--- src/dcr_params.svh ---
`ifndef DCR_PARAMS_SVH
`define DCR_PARAMS_SVH

// Register offsets
`define DCR_OFS_CTRL 4'h0
`define DCR_OFS_PRESCALE 4'h1
`define DCR_OFS_STATUS 4'h2
`define DCR_OFS_PMCTRL 4'h3

// Field positions
`define DCR_CTRL_SCLK_BIT 0
`define DCR_CTRL_POR_BIT 1
`define DCR_PM_MODE_LSB 0
`define DCR_PM_DHF_BIT 2
`define DCR_PM_PEND_BIT 3
`define DCR_ST_FAST_BIT 0
`define DCR_ST_SLOW_BIT 1
`define DCR_ST_XTAL_BIT 2
`define DCR_ST_SEL_BIT 3

// Widths and reset values
`define DCR_ADDR_W 4
`define DCR_DATA_W 8
`define DCR_MAIN_TIMER_W 14
`define DCR_SLOW_TIMER_W 6
`define DCR_DIV_W 8
`define DCR_DIV_RESET 8'hff

`endif

--- src/dcr_pkg.sv ---
`include "dcr_params.svh"
`default_nettype none
package dcr_pkg;

  typedef enum logic [1:0] {
    DCR_ACTIVE = 2'b00,
    DCR_PSAVE = 2'b01,
    DCR_IDLE = 2'b10,
    DCR_HALT = 2'b11
  } dcr_mode_t;

  typedef struct packed {
    logic [`DCR_ADDR_W-1:0] addr;
    logic [`DCR_DATA_W-1:0] wdata;
    logic wr;
    logic rd;
  } dcr_bus_req_t;

  typedef struct packed {
    logic slowSelEff;
    logic xtalPresent;
    logic slowGood;
    logic fastGood;
  } dcr_clk_status_t;

endpackage
`default_nettype wire

--- src/dcr_dual_clock_reset_unit.sv ---
`include "dcr_params.svh"
`default_nettype none
module dcr_dual_clock_reset_unit #(
  parameter int MAIN_TIMER_W = `DCR_MAIN_TIMER_W,
  parameter int SLOW_TIMER_W = `DCR_SLOW_TIMER_W,
  parameter int DIV_W = `DCR_DIV_W
) (
  // Clock and power-on reset
  input wire logic clk_sys,
  input wire logic rstn,
  // External reset pin
  input wire logic extResetN,
  // Register port
  input wire dcr_pkg::dcr_bus_req_t busReq,
  output logic [`DCR_DATA_W-1:0] regRdata,
  // Power management
  input wire logic hwWake,
  output dcr_pkg::dcr_mode_t curMode,
  output dcr_pkg::dcr_clk_status_t clkStatus,
  // Oscillators
  input wire logic slowXtalInput,
  output logic mainOscEn,
  output logic slowOscEn,
  output logic slowClkOut,
  // System reset
  output logic sysResetN
);
  import dcr_pkg::*;

  // ---------------------------------------------------------------
  // Helpers
  // ---------------------------------------------------------------
  function automatic logic dcr_clk_ready(dcr_mode_t m, logic fastOk, logic slowOk);
    logic r;
    unique case (m)
      DCR_ACTIVE: r = fastOk;
      DCR_PSAVE, DCR_IDLE: r = slowOk;
      DCR_HALT: r = 1'b1;
    endcase
    return r;
  endfunction

  // ---------------------------------------------------------------
  // Declarations
  // ---------------------------------------------------------------
  logic sclk_reg;
  logic porFlag_reg;
  logic [DIV_W-1:0] slowDivisor_reg;
  logic fastOscDisable_reg;
  dcr_mode_t curMode_reg;
  dcr_mode_t tgtMode_reg;
  logic pending_reg;
  logic [DIV_W-1:0] divCnt_reg;
  logic slowDiv_reg;
  logic slowClk_reg;
  logic xtalSync1_reg;
  logic xtalSync2_reg;
  logic xtalPrev_reg;
  logic fastGoodFlag_reg;
  logic slowGoodFlag_reg;
  logic porDone_reg;
  logic sysResetN_reg;
  logic [`DCR_DATA_W-1:0] regRdata_reg;
  logic [`DCR_DATA_W-1:0] rdMux;
  logic [MAIN_TIMER_W-1:0] mainCnt;
  logic [SLOW_TIMER_W-1:0] slowCnt;
  logic mainDone;
  logic slowDone;
  logic stopMain;
  logic stopSlow;
  logic mainGood;
  logic lsGood;
  logic slowSelEff;
  logic wakeActive;
  logic xtalToggle;
  logic wrCtrl;
  logic wrPre;
  logic wrPm;
  dcr_mode_t swMode;

  assign wrCtrl = busReq.wr && busReq.addr == `DCR_OFS_CTRL;
  assign wrPre = busReq.wr && busReq.addr == `DCR_OFS_PRESCALE;
  assign wrPm = busReq.wr && busReq.addr == `DCR_OFS_PMCTRL;
  assign swMode = dcr_mode_t'(busReq.wdata[`DCR_PM_MODE_LSB +: 2]);

  // ---------------------------------------------------------------
  // Slow crystal input synchroniser and toggle detect
  // ---------------------------------------------------------------
  always_ff @(posedge clk_sys or negedge rstn) begin
    if (!rstn) begin
      xtalSync1_reg <= 1'b0;
      xtalSync2_reg <= 1'b0;
      xtalPrev_reg <= 1'b0;
    end else begin
      xtalSync1_reg <= slowXtalInput;
      xtalSync2_reg <= xtalSync1_reg;
      xtalPrev_reg <= xtalSync2_reg;
    end
  end

  assign xtalToggle = xtalSync2_reg ^ xtalPrev_reg;

  // ---------------------------------------------------------------
  // Oscillator stop requests
  // ---------------------------------------------------------------
  assign wakeActive = pending_reg && tgtMode_reg == DCR_ACTIVE;
  // Main clock may stop only in Halt, or in Power Save / Idle when the
  // slow crystal really drives the slow clock and software disabled it
  assign stopMain = !wakeActive && (curMode_reg == DCR_HALT ||
                    (slowSelEff && fastOscDisable_reg &&
                     (curMode_reg == DCR_PSAVE || curMode_reg == DCR_IDLE)));
  assign stopSlow = !wakeActive && curMode_reg == DCR_HALT;
  assign mainOscEn = !stopMain;
  assign slowOscEn = !stopSlow;

  // ---------------------------------------------------------------
  // Stabilisation timers
  // ---------------------------------------------------------------
  dcr_stab_timer #(.W(MAIN_TIMER_W)) uMainTimer (
    .clk_sys(clk_sys),
    .rstn(rstn),
    .load(stopMain),
    .tick(1'b1),
    .count(mainCnt),
    .done(mainDone)
  );

  dcr_stab_timer #(.W(SLOW_TIMER_W)) uSlowTimer (
    .clk_sys(clk_sys),
    .rstn(rstn),
    .load(stopSlow),
    .tick(xtalToggle),
    .count(slowCnt),
    .done(slowDone)
  );

  assign mainGood = mainDone && !stopMain;
  assign lsGood = slowDone && !stopSlow;
  // Crystal counts as present only once its toggles ran the timer out
  assign slowSelEff = sclk_reg && lsGood;

  // ---------------------------------------------------------------
  // Status flags
  // ---------------------------------------------------------------
  always_ff @(posedge clk_sys or negedge rstn) begin
    if (!rstn) begin
      fastGoodFlag_reg <= 1'b0;
      slowGoodFlag_reg <= 1'b0;
    end else begin
      fastGoodFlag_reg <= mainGood;
      slowGoodFlag_reg <= slowSelEff ? lsGood : mainGood;
    end
  end

  // ---------------------------------------------------------------
  // Power-on and external reset
  // ---------------------------------------------------------------
  always_ff @(posedge clk_sys or negedge rstn) begin
    if (!rstn) begin
      porDone_reg <= 1'b0;
      sysResetN_reg <= 1'b0;
    end else begin
      if (mainDone) begin
        porDone_reg <= 1'b1;
      end
      sysResetN_reg <= porDone_reg && extResetN;
    end
  end

  assign sysResetN = sysResetN_reg;

  // ---------------------------------------------------------------
  // Control register
  // ---------------------------------------------------------------
  always_ff @(posedge clk_sys or negedge rstn) begin
    if (!rstn) begin
      sclk_reg <= 1'b0;
      porFlag_reg <= 1'b1;
    end else if (wrCtrl) begin
      sclk_reg <= busReq.wdata[`DCR_CTRL_SCLK_BIT];
      if (!busReq.wdata[`DCR_CTRL_POR_BIT]) begin
        porFlag_reg <= 1'b0;
      end
    end
  end

  // ---------------------------------------------------------------
  // Prescaler register and divider
  // ---------------------------------------------------------------
  always_ff @(posedge clk_sys or negedge rstn) begin
    if (!rstn) begin
      slowDivisor_reg <= DIV_W'(`DCR_DIV_RESET);
    end else if (wrPre) begin
      slowDivisor_reg <= busReq.wdata[DIV_W-1:0];
    end
  end

  // Half period is divisor+1 cycles, so ratio is 2*(divisor+1)
  always_ff @(posedge clk_sys or negedge rstn) begin
    if (!rstn) begin
      divCnt_reg <= '0;
      slowDiv_reg <= 1'b0;
    end else if (slowSelEff) begin
      divCnt_reg <= '0;
    end else if (divCnt_reg >= slowDivisor_reg) begin
      divCnt_reg <= '0;
      slowDiv_reg <= !slowDiv_reg;
    end else begin
      divCnt_reg <= divCnt_reg + 1'b1;
    end
  end

  always_ff @(posedge clk_sys or negedge rstn) begin
    if (!rstn) begin
      slowClk_reg <= 1'b0;
    end else begin
      slowClk_reg <= slowSelEff ? xtalSync2_reg : slowDiv_reg;
    end
  end

  assign slowClkOut = slowClk_reg;

  // ---------------------------------------------------------------
  // Power mode switching
  // ---------------------------------------------------------------
  always_ff @(posedge clk_sys or negedge rstn) begin
    if (!rstn) begin
      fastOscDisable_reg <= 1'b0;
    end else if (hwWake) begin
      fastOscDisable_reg <= 1'b0;
    end else if (wrPm) begin
      fastOscDisable_reg <= busReq.wdata[`DCR_PM_DHF_BIT];
    end
  end

  // A request is held pending until the clock that mode needs is good
  always_ff @(posedge clk_sys or negedge rstn) begin
    if (!rstn) begin
      curMode_reg <= DCR_ACTIVE;
      tgtMode_reg <= DCR_ACTIVE;
      pending_reg <= 1'b0;
    end else if (hwWake && curMode_reg != DCR_ACTIVE) begin
      tgtMode_reg <= DCR_ACTIVE;
      pending_reg <= 1'b1;
    end else if (wrPm) begin
      tgtMode_reg <= swMode;
      pending_reg <= 1'b1;
    end else if (pending_reg &&
                 dcr_clk_ready(tgtMode_reg, fastGoodFlag_reg, slowGoodFlag_reg)) begin
      curMode_reg <= tgtMode_reg;
      pending_reg <= 1'b0;
    end
  end

  assign curMode = curMode_reg;
  assign clkStatus = '{slowSelEff: slowSelEff, xtalPresent: lsGood,
                       slowGood: slowGoodFlag_reg, fastGood: fastGoodFlag_reg};

  // ---------------------------------------------------------------
  // Register read
  // ---------------------------------------------------------------
  always_comb begin
    rdMux = '0;
    unique case (busReq.addr)
      `DCR_OFS_CTRL: begin
        rdMux[`DCR_CTRL_SCLK_BIT] = sclk_reg;
        rdMux[`DCR_CTRL_POR_BIT] = porFlag_reg;
      end
      `DCR_OFS_PRESCALE: rdMux[DIV_W-1:0] = slowDivisor_reg;
      `DCR_OFS_STATUS: begin
        rdMux[`DCR_ST_FAST_BIT] = fastGoodFlag_reg;
        rdMux[`DCR_ST_SLOW_BIT] = slowGoodFlag_reg;
        rdMux[`DCR_ST_XTAL_BIT] = lsGood;
        rdMux[`DCR_ST_SEL_BIT] = slowSelEff;
      end
      `DCR_OFS_PMCTRL: begin
        rdMux[`DCR_PM_MODE_LSB +: 2] = curMode_reg;
        rdMux[`DCR_PM_DHF_BIT] = fastOscDisable_reg;
        rdMux[`DCR_PM_PEND_BIT] = pending_reg;
      end
      default: rdMux = '0;
    endcase
  end

  always_ff @(posedge clk_sys or negedge rstn) begin
    if (!rstn) begin
      regRdata_reg <= '0;
    end else begin
      regRdata_reg <= busReq.rd ? rdMux : '0;
    end
  end

  assign regRdata = regRdata_reg;
endmodule
`default_nettype wire

--- src/dcr_stab_timer.sv ---
`default_nettype none
module dcr_stab_timer #(
  parameter int W = 6
) (
  // Clock and reset
  input wire logic clk_sys,
  input wire logic rstn,
  // Control
  input wire logic load,
  input wire logic tick,
  // Status
  output logic [W-1:0] count,
  output logic done
);
  logic [W-1:0] count_reg;

  // ---------------------------------------------------------------
  // Down-counter: preset to all ones, stops at zero
  // ---------------------------------------------------------------
  always_ff @(posedge clk_sys or negedge rstn) begin
    if (!rstn) begin
      count_reg <= '1;
    end else if (load) begin
      count_reg <= '1;
    end else if (tick && count_reg != '0) begin
      count_reg <= count_reg - 1'b1;
    end
  end

  assign count = count_reg;
  assign done = (count_reg == '0);
endmodule
`default_nettype wire

--- config.mk ---
export PLATFORM = sky130hd
export DESIGN_NAME = dcr_dual_clock_reset_unit
export DESIGN_NICKNAME = d
export VERILOG_FILES = /design/src/dcr_pkg.sv /design/src/dcr_dual_clock_reset_unit.sv /design/src/dcr_stab_timer.sv
export VERILOG_INCLUDE_DIRS = /design/src
export SDC_FILE = /design/constraint.sdc
export NUM_CORES = 1
export LEC_CHECK = 0
export ABC_AREA = 1
export BUFFER_PORTS_ARGS = -buffer_cell sky130_fd_sc_hd__buf_2
export CAP_MARGIN = 10
export CELL_PAD_IN_SITES_DETAIL_PLACEMENT = 0
export CELL_PAD_IN_SITES_GLOBAL_PLACEMENT = 2
export CORE_ASPECT_RATIO = 0.6
export CORE_MARGIN = 8
export CORE_UTILIZATION = 36
export CTS_CLUSTER_SIZE = 25
export DETAILED_ROUTE_END_ITERATION = 12
export PLACE_DENSITY_LB_ADDON = 0.1
export SYNTH_ARGS = -nofsm -noshare
export SYNTH_HDL_FRONTEND = slang
export SYNTH_SLANG_ARGS = --single-unit
--- constraint.sdc ---
create_clock -name clk_sys -period 1.9 [get_ports clk_sys]
set_input_delay 0 -clock clk_sys [delete_from_list [all_inputs] [get_ports clk_sys]]
set_output_delay 0 -clock clk_sys [all_outputs]
set_load 0.01 [all_outputs]
Yosys cells after proc, flatten, opt, wreduce, memory -nomap -nowiden:

Cells that the tools add are included.

* ROM bits: 0
* memory bits (writable): 0
* bits in registers: 61
* memories kept: 0
* output and inout bits: 18
* latch bits: 0

* magnitude comparators: 1
* reductions and logical operators: 37
* add/sub/neg operators: 3
* $mul: 0
* shifts and indexed selects: 0
* equal/unequal tests: 9
* divide/modulo/power cells: 0
* mux-type cells: 22
* bitwise logic cells: 5

Operator list (number)
* 14-bit two-way mux: 2
* 8-bit two-way mux: 3
* 1-bit logical AND: 15
* 14-bit logical NOT: 1
* 14-bit nonzero test: 1
* 14-bit by 1-bit subtractor with 14-bit output, second input constant: 1
* 6-bit two-way mux: 2
* 2-bit nonzero test: 5
* 1-bit two-way mux: 9
* 8-bit by 1-bit adder with 8-bit output, second input constant: 1
* 2-bit equality test, second input constant: 4
* 4-bit by 2-bit equality test with 1-bit output, second input constant: 2
* 8-bit greater-or-equal comparator: 1
* 2-bit one-hot mux with 4 select lines: 1
* 6-bit logical NOT: 1
* 2-bit one-hot mux with 3 select lines: 1
* 6-bit nonzero test: 1
* 6-bit by 1-bit subtractor with 6-bit output, second input constant: 1
* 2-bit by 1-bit equality test with 1-bit output, second input constant: 2
* 4-bit by 1-bit equality test with 1-bit output, second input constant: 1
* 1-bit logical NOT: 4
* 4-bit logical NOT: 1
* 2-bit two-way mux: 2
* 4-bit two-way mux: 1
* 9 further kinds: 14

Longest topological paths before layout:

Gate-level depths: netlist of run 1.

* word-level depth: 14
* mapped depth: 12
* depth with buffers taken out: 12

By module:

Synthesis of run 1 repeated with hierarchy kept, for this count alone.

* cell total of the unflattened synthesis: 414
* area, all modules: 3523.4 um2

By module, submodules not included
* dcr_dual_clock_reset_unit: area an instance 2122.0 um2, times used 1, cells each 220, seq. area each 1037.2 um2
* dcr_stab_timer at uMainTimer: area an instance 987.2 um2, times used 1, cells each 144, seq. area each 367.9 um2
* dcr_stab_timer at uSlowTimer: area an instance 414.1 um2, times used 1, cells each 50, seq. area each 157.7 um2

Worst setup path after synthesis of run 1:

No wires, ideal clock.

* path kind: flip-flop to flip-flop
* start: register slowDivisor_reg[7]
* end: register divCnt_reg[7]
* clock period less this slack: 1.513 ns
* stages on the path, launching flop included: 7
* arrival: 1.440 ns
* data required time: 1.826 ns
* path slack: 0.387 ns
* cell sequence: dfstp_2 -> inv_1 -> ha_1 -> a21o_1 -> nor2_1 -> nand4_2 -> nor2_1

* longest elaborated chain between the ends: 3

RTL lines
* start, declared: line dcr_dual_clock_reset_unit.sv:48 `logic [DIV_W-1:0] slowDivisor_reg;`
* start signal, assigned: line dcr_dual_clock_reset_unit.sv:192 `` slowDivisor_reg <= DIV_W'(`DCR_DIV_RESET); ``
* start signal, assigned: line dcr_dual_clock_reset_unit.sv:194 `slowDivisor_reg <= busReq.wdata[DIV_W-1:0];`
* 8-bit greater-or-equal comparator: line dcr_dual_clock_reset_unit.sv:205 `end else if (divCnt_reg >= slowDivisor_reg) begin`
* 8-bit two-way mux: line dcr_dual_clock_reset_unit.sv:205
* 8-bit two-way mux: line dcr_dual_clock_reset_unit.sv:203 `end else if (slowSelEff) begin`
* end signal, assigned: line dcr_dual_clock_reset_unit.sv:209 `divCnt_reg <= divCnt_reg + 1'b1;`
* end, declared: line dcr_dual_clock_reset_unit.sv:53 `logic [DIV_W-1:0] divCnt_reg;`

Every way passes these cells.
A chain may end at the register's enable or synchronous reset.

Worst setup path in the final report of run 1:

* start: register tgtMode_reg[1]
* end: output port mainOscEn

* longest elaborated chain between the ends: 12

RTL lines
* start, declared: line dcr_dual_clock_reset_unit.sv:51 `dcr_mode_t tgtMode_reg;`
* start signal, assigned: line dcr_dual_clock_reset_unit.sv:246 `tgtMode_reg <= swMode;`
* 2-bit logical NOT (*): line dcr_dual_clock_reset_unit.sv:106 `assign wakeActive = pending_reg && tgtMode_reg == DCR_ACTIVE;`
* 1-bit logical AND (*): line dcr_dual_clock_reset_unit.sv:106
* 1-bit logical NOT (*): line dcr_dual_clock_reset_unit.sv:109, dcr_dual_clock_reset_unit.sv:112
* 1-bit logical AND: line dcr_dual_clock_reset_unit.sv:112 `assign stopSlow = !wakeActive && curMode_reg == DCR_HALT;`
* 1-bit logical NOT: line dcr_dual_clock_reset_unit.sv:138 `assign lsGood = slowDone && !stopSlow;`
* 1-bit logical AND: line dcr_dual_clock_reset_unit.sv:138
* 1-bit logical AND: line dcr_dual_clock_reset_unit.sv:140 `assign slowSelEff = sclk_reg && lsGood;`
* 1-bit logical AND (2 in a row): line dcr_dual_clock_reset_unit.sv:110 `(slowSelEff && fastOscDisable_reg &&`
* 1-bit logical OR: line dcr_dual_clock_reset_unit.sv:109 `assign stopMain = !wakeActive && (curMode_reg == DCR_HALT ||`
* 1-bit logical AND (*): line dcr_dual_clock_reset_unit.sv:109
* 1-bit logical NOT (*): line dcr_dual_clock_reset_unit.sv:113 `assign mainOscEn = !stopMain;`
* end, declared: line dcr_dual_clock_reset_unit.sv:22 `output logic mainOscEn,`

Every way passes the cells marked *; elsewhere a longest branch is shown, timed or not.

==> results of run 1 <==
[placed cells by master (no fill, tap or decap), drive strengths merged]
master / netlist / routed
ha: 18 / 18
o21bai: 2 / 2
bufinv: 0 / 1
o21ai: 22 / 22
o211ai: 1 / 1
a21oi: 12 / 12
buf: 7 / 39
o22ai: 4 / 4
nand4: 10 / 10
dfrtp: 32 / 32
nor3: 7 / 7
xor2: 9 / 9
inv: 52 / 52
dfstp: 29 / 29
a21o: 1 / 1
a31oi: 2 / 2
o21a: 1 / 1
dlygate4sd3: 0 / 13
clkbuf: 0 / 14
nand2: 62 / 62
clkinv: 0 / 1
nand3: 29 / 29
nor2: 57 / 57
nand3b: 5 / 5
xnor2: 1 / 1
o31ai: 2 / 2
[final timing paths]
kind / end / from / cells after the start / slack [ns]
setup reg to reg: uMainTimer.count[2]$_DFFE_PN1P_ / tgtMode_reg[1]$_DFFE_PN0N_ / 8 / 0.20
hold / removal: sclk_reg$_DFFE_PN0P_ / busReq[1] / 3 / 0.06
setup / recovery: mainOscEn / tgtMode_reg[1]$_DFFE_PN0N_ / 7 / 0.15
hold reg to reg: xtalSync2_reg$_DFF_PN0_ / xtalSync1_reg$_DFF_PN0_ / 0 / 0.35
max in group asynchronous: uSlowTimer.count[4]$_DFFE_PN1P_ / rstn / 3 / 1.01
min in group asynchronous: porDone_reg$_DFFE_PN0N_ / rstn / 2 / 0.21
[power breakdown]
| group | internal [W] | total [W] | switching (W) |
|---|---|---|---|
| clock network | 0.00105 | 0.00161 | 0.000560 |
| registers | 0.00175 | 0.00204 | 0.000283 |
| logic | 0.000483 | 0.00124 | 0.000754 |
| total | 0.00329 | 0.00488 | 0.00160 |
[per-layer routing]
layer	wire length, um	vias to the layer above	global-route usage (%)
met5	0	-	0
met4	52	0	4.71
met3	396	7	4.51
met2	2780	55	16.1
met1	4550	1150	20.4
li1	-	1305	-
[final cells by class]
cell class | count | area [um^2] | area share, %
multi-input cells | 245 | 1400 | 35.6
inverters | 52 | 195 | 4.96
clock buffers | 14 | 254 | 6.46
clock inverters | 2 | 35.0 | 0.891
flip-flops and latches | 61 | 1560 | 39.7
repair buffers | 52 | 345 | 8.78
well taps | 112 | 140 | 3.56
[worst max-delay path, delay by kind of cell (launching register included)]
family                   cells  cell delay [ns]
adder cells (fa/ha/maj)      1             0.16
AO/OA/AOI/OAI                1             0.19
buffers and inverters        3             0.41
AND/OR/NAND/NOR              2             0.26
flip-flops                   1             0.40
[per-stage QoR]
step / cell area, um^2 / instances / setup WS (ns)
global route: 3930 / 538 / 0.0179
CTS: 3930 / 538 / 0.123
floorplan: 3220 / 365 / 0.387
detailed placement: 3510 / 508 / 0.156
global placement: 3510 / 508 / 0.226
finish: 3930 / 538 / 0.150
[timing repair]
action,CTS,global route
setup buffers,1,0
gates resized for setup,0,0
endpoints found under the setup margin,1,0
hold buffers,13,0
hold endpoints to repair,28,0
[kinds of logic after synthesis]
family                   Yosys count  share of synthesized area, %
AO/OA/AOI/OAI                     47                          8.90
XOR/XNOR                          10                          2.72
adder cells (fa/ha/maj)           18                          7.00
buffers and inverters             59                          7.93
flip-flops                        61                          48.6
AND/OR/NAND/NOR                  170                          24.9
==> results.cfg, run 1 <==
[clocking]
clock_latency_ns = 0.33
cts_tree = done
cts_root_buffer = clkbuf_16
cts_buffers = 9
htreeDepth = 3
clockBufferDepth = 2
clk_pin_slew_ns = 0.05
clkSinkCount = 61

[cells_and_area]
final_layout_size_suffix_gt1_share_pct = 22.5
largest_reg_flops = 14
area_growth_pct = 22.2
fillers = 860
final_util_pct = 45.8
diodes = 0
finalNetCount = 458

[routing]
drc = 0
drtIter0Drc = 148
ant_nets = 0
avgRoutedWirePerCell_um = 14.4
vias = 2517
drtPass1Iterations = 4
wl_um = 7770
vias_per_cell = 4.68

[timing]
relSlewSlack_pct = 63.0
slew_viol_final = 0
setup_viol = 0
worst_slew_pin_slew_ns = 0.555
finalHoldViolCount = 0
fmax_mhz = 571
clock_skew_ns = 0.0117
fin_tns_setup_ns = 0
finalWorstPathRequiredPeriod_ns = 1.75
rsz0062_at_grt = false
fin_crit_sh_pct = 92.1
holdWs_ns = 0.0570

[floorplan]
fp.dieH_um = 89.2
start_util_pct = 37.5
core_mm2 = 0.00859
die_w_um = 138
dieArea_mm2 = 0.0123
fp-row-count = 26
ios = 37

[global_route]
grt_usage_pct = 13.3
grt_max_degree = 40
grt_pass1_wl_um = 12600
antenna_found_initial = 0
grt-ovfl-total = 0
grt_pass1_vias = 2365

[yosys]
mappedNetlistNets = 402
ys_ff_latch = 61
synthCells = 365
ys_types = 33
yosysMostFrequentCell = nand2_1
yosysSeqAreaShare_pct = 48.6
synth_top_cell_area_share_pct = 24.9
ys.flop_type = dfrtp_1
yosys_warnings = 0
synth_top_area_cell = dfrtp_1
async_flop_share_pct = 100
synth.avg_cell_area_um2 = 8.82
synth_common_cells = nand2_1 (57), nor2_1 (52), inv_1 (50)
synth_edf_count = 0
synthTopCellsByArea = dfrtp_1 (25%), dfstp_2 (24%), ha_1 (7.0%)
syn_area_mm2 = 0.00322

[worst_setup_path]
crit_arrival_ns = 1.75
critPathMaxFanout = 10
required_ns = 1.90
critPathCaptureType = primary output
crit_top_cell = inv_1
cp_cell_sequence = inv_1 > ha_1 > nand2_1 > nand2_4 > inv_1 > a31oi_4 > buf_2
worstSetupPathType = reg2out
crit_path_top_delay_cell = dfrtp_1
slowest_delay_ns = 0.40
start_kind = flop

[power_and_ir_drop]
ir_worst_vdd_mv = 0.691
leakage_nw = 1.95
p_per_area_mw_per_mm2 = 1240
power_w = 0.00488

[placed_design]
port_buffers = 36
hpwl_um = 5730
gp_congestion = 0.796

[min_path]
hold_class = in2reg

[job]
cap_violations = 0

[status]
status = finished clean
Note: power is estimated with default switching activity, not from simulation.
==> inputs of run 2 (changes only) <==
--- a/config.mk
+++ b/config.mk
@@ -13,9 +13,10 @@
 export CELL_PAD_IN_SITES_GLOBAL_PLACEMENT = 2
 export CORE_ASPECT_RATIO = 0.6
 export CORE_MARGIN = 8
-export CORE_UTILIZATION = 36
+export CORE_UTILIZATION = 32
 export CTS_CLUSTER_SIZE = 25
 export DETAILED_ROUTE_END_ITERATION = 12
+export GPL_TIMING_DRIVEN = 0
 export PLACE_DENSITY_LB_ADDON = 0.1
 export SYNTH_ARGS = -nofsm -noshare
 export SYNTH_HDL_FRONTEND = slang
==> constraint.sdc (replaced) <==
create_clock -name clk_sys -period 1.4 [get_ports clk_sys]
set_input_delay 0 -clock clk_sys [delete_from_list [all_inputs] [get_ports clk_sys]]
set_output_delay 0 -clock clk_sys [all_outputs]
set_load 0.01 [all_outputs]
==> run 2 against run 1 <==
Net effect: the run now ends with setup timing left; clock skew decreased by 0.0030 ns; via count increased by 9.3%; utilization grew 4.0 points; first-iteration DRC count down 9.5%; die area grew 11%; final cell count increased by 12%; sequential share of layout area decreased by 7.7 points; clock-buffer cell count shrank 1; combinational power rose by 120%.
==> results.cfg, run 2 (same netlist as run 1, synthesis figures left out) <==
[status]
status = finished with violations
violations = setup timing

[floorplan]
core_mm2 = 0.00981
fp-row-count = 28
die_w_um = 145
fp.dieH_um = 93.7
ios = 37
dieArea_mm2 = 0.0136
start_util_pct = 32.8

[timing]
finalHoldViolCount = 0
relSlewSlack_pct = 44.7
setup_viol = 34
finalWorstPathRequiredPeriod_ns = 1.67
clock_skew_ns = 0.00864
layout_setup_ws_ns = -0.265
rsz0062_at_grt = true
slew_viol_final = 0
fmax_mhz = 601
fin_crit_sh_pct = 119
holdWs_ns = 0.0363
worst_slew_pin_slew_ns = 0.830

[routing]
avgRoutedWirePerCell_um = 15.5
vias_per_cell = 4.57
wl_um = 9360
vias = 2751
drtIter0Drc = 134
ant_nets = 0
drtPass1Iterations = 4
drc = 0

[cells_and_area]
final_layout_size_suffix_gt1_share_pct = 46.7
finalNetCount = 499
area_growth_pct = 51.7
diodes = 0
final_common_cell = nand2_1
final_util_pct = 49.8
final_cell_mix = nand2_1 (42), nor2_1 (38), inv_1 (35)
largest_reg_flops = 14

[worst_setup_path]
cp_cell_sequence = inv_2 > ha_4 > nand2_4 > nor2_4 > nand4_1 > nand4_4 > nor2_1
worstSetupPathType = reg2reg
crit_buf_inv = 1
reg2regPathDepth = 7
timing.reg2reg.setup_slack_ns = -0.27
slowest_delay_ns = 0.52
reg2reg_to = divCnt_reg[2]$_DFF_PN0_
crit_arrival_ns = 1.87
critPathCaptureType = flop
required_ns = 1.61
critical_path.top_delay_family = simple AND/OR/NAND/NOR gates
crit_path_top_delay_cell = dfstp_2
cp.depth = 7
critPathMaxFanout = 8
reg2reg_from = slowDivisor_reg[5]$_DFFE_PN1P_
start_kind = flop

[power_and_ir_drop]
leakage_nw = 2.25
p_per_area_mw_per_mm2 = 1640
ir_worst_vdd_mv = 0.608

[job]
cap_violations = 0

[global_route]
grt_usage_pct = 14.1
grt-ovfl-total = 0
grt_pass1_vias = 2688
antenna_found_initial = 0
grt_pass1_wl_um = 14900
grt_max_degree = 62

[clocking]
clk_pin_slew_ns = 0.06
clockBufferDepth = 2
clkSinkCount = 61
cts_buffers = 9
cts_root_buffer = clkbuf_16
clock_latency_ns = 0.33
htreeDepth = 3
cts_tree = done

[placed_design]
port_buffers = 36
gp_congestion = 0.776
hpwl_um = 6430

[min_path]
whs_path_depth = 4
min-delay-start = busReq[12]
min_to = sclk_reg$_DFFE_PN0P_
hold_class = in2reg
run 2: cell types whose count changed in the layout (fill, tap and decap cells not counted), moves of 11 or more:
cell and change:
ha_4 +11, nand2_1 -15, nor2_1 -14, buf_6 +13, buf_4 +29, ha_1 -11
inv_1 -15
run 2: through the flow:
step	TNS, ns	instance area (um^2)	worst slack [ns]	total power [W]	instances
floorplan	-0.533	3260	-0.0714	0.00400	365
CTS	-3.76	4590	-0.256	0.00768	591
global route	-7.31	4880	-0.330	0.00856	602
detailed placement	-7.94	3610	-0.375	0.00454	536
global placement	-7.75	3610	-0.379	0.00451	536
finish	-4.61	4880	-0.265	0.00802	602
run 2: worst max-delay path by stage:
stage / end / from
CTS: divCnt_reg[2]$_DFF_PN0_ / slowDivisor_reg[5]$_DFFE_PN1P_
global placement: divCnt_reg[7]$_DFF_PN0_ / slowDivisor_reg[5]$_DFFE_PN1P_
finish: divCnt_reg[2]$_DFF_PN0_ / slowDivisor_reg[5]$_DFFE_PN1P_
floorplan: divCnt_reg[7]$_DFF_PN0_ / slowDivisor_reg[3]$_DFFE_PN1P_
detailed placement: divCnt_reg[3]$_DFF_PN0_ / slowDivisor_reg[5]$_DFFE_PN1P_
global route: divCnt_reg[2]$_DFF_PN0_ / slowDivisor_reg[4]$_DFFE_PN1P_
run 2: timing repair:
item                                   in CTS  in global routing
setup endpoints to repair                  40                 40
setup buffers                              25                 13
cloned                                      2                  0
endpoints found under the hold margin      47                  0
hold buffers                               13                  0
resized for setup                          77                 51
pin swaps                                  31                 31
run 2: final cells by class:
cell class	count	area, um^2
fill	933	4930
multi-input combinational	245	1840
sequential	61	1560
timing repair buffer	87	704
clock buffer	13	270
inverter	52	213
tap	135	169
clock inverter	3	67.6
buffer	6	60.1
run 2: where the power goes:
group          leakage [nW]  total, W  switching (W)  internal (W)
sequential            0.706   0.00283       0.000442       0.00238
combinational          1.38   0.00271        0.00151       0.00121
clock                 0.162   0.00248       0.000776       0.00170
run 2: tightest hold or removal path: stages:
cell and delay [ns]:
buf_2 0.10, nor2_4 0.04, nand4_1 0.10, o21ai_0 0.08
run 2: routing by layer:
metal	global-route usage (%)	up-vias	share of wire [%]
li1	-	1383	-
met1	22.3	1306	58
met2	17.8	57	36
met3	3.94	5	4.9
met4	3.10	0	0.62
met5	0	-	0
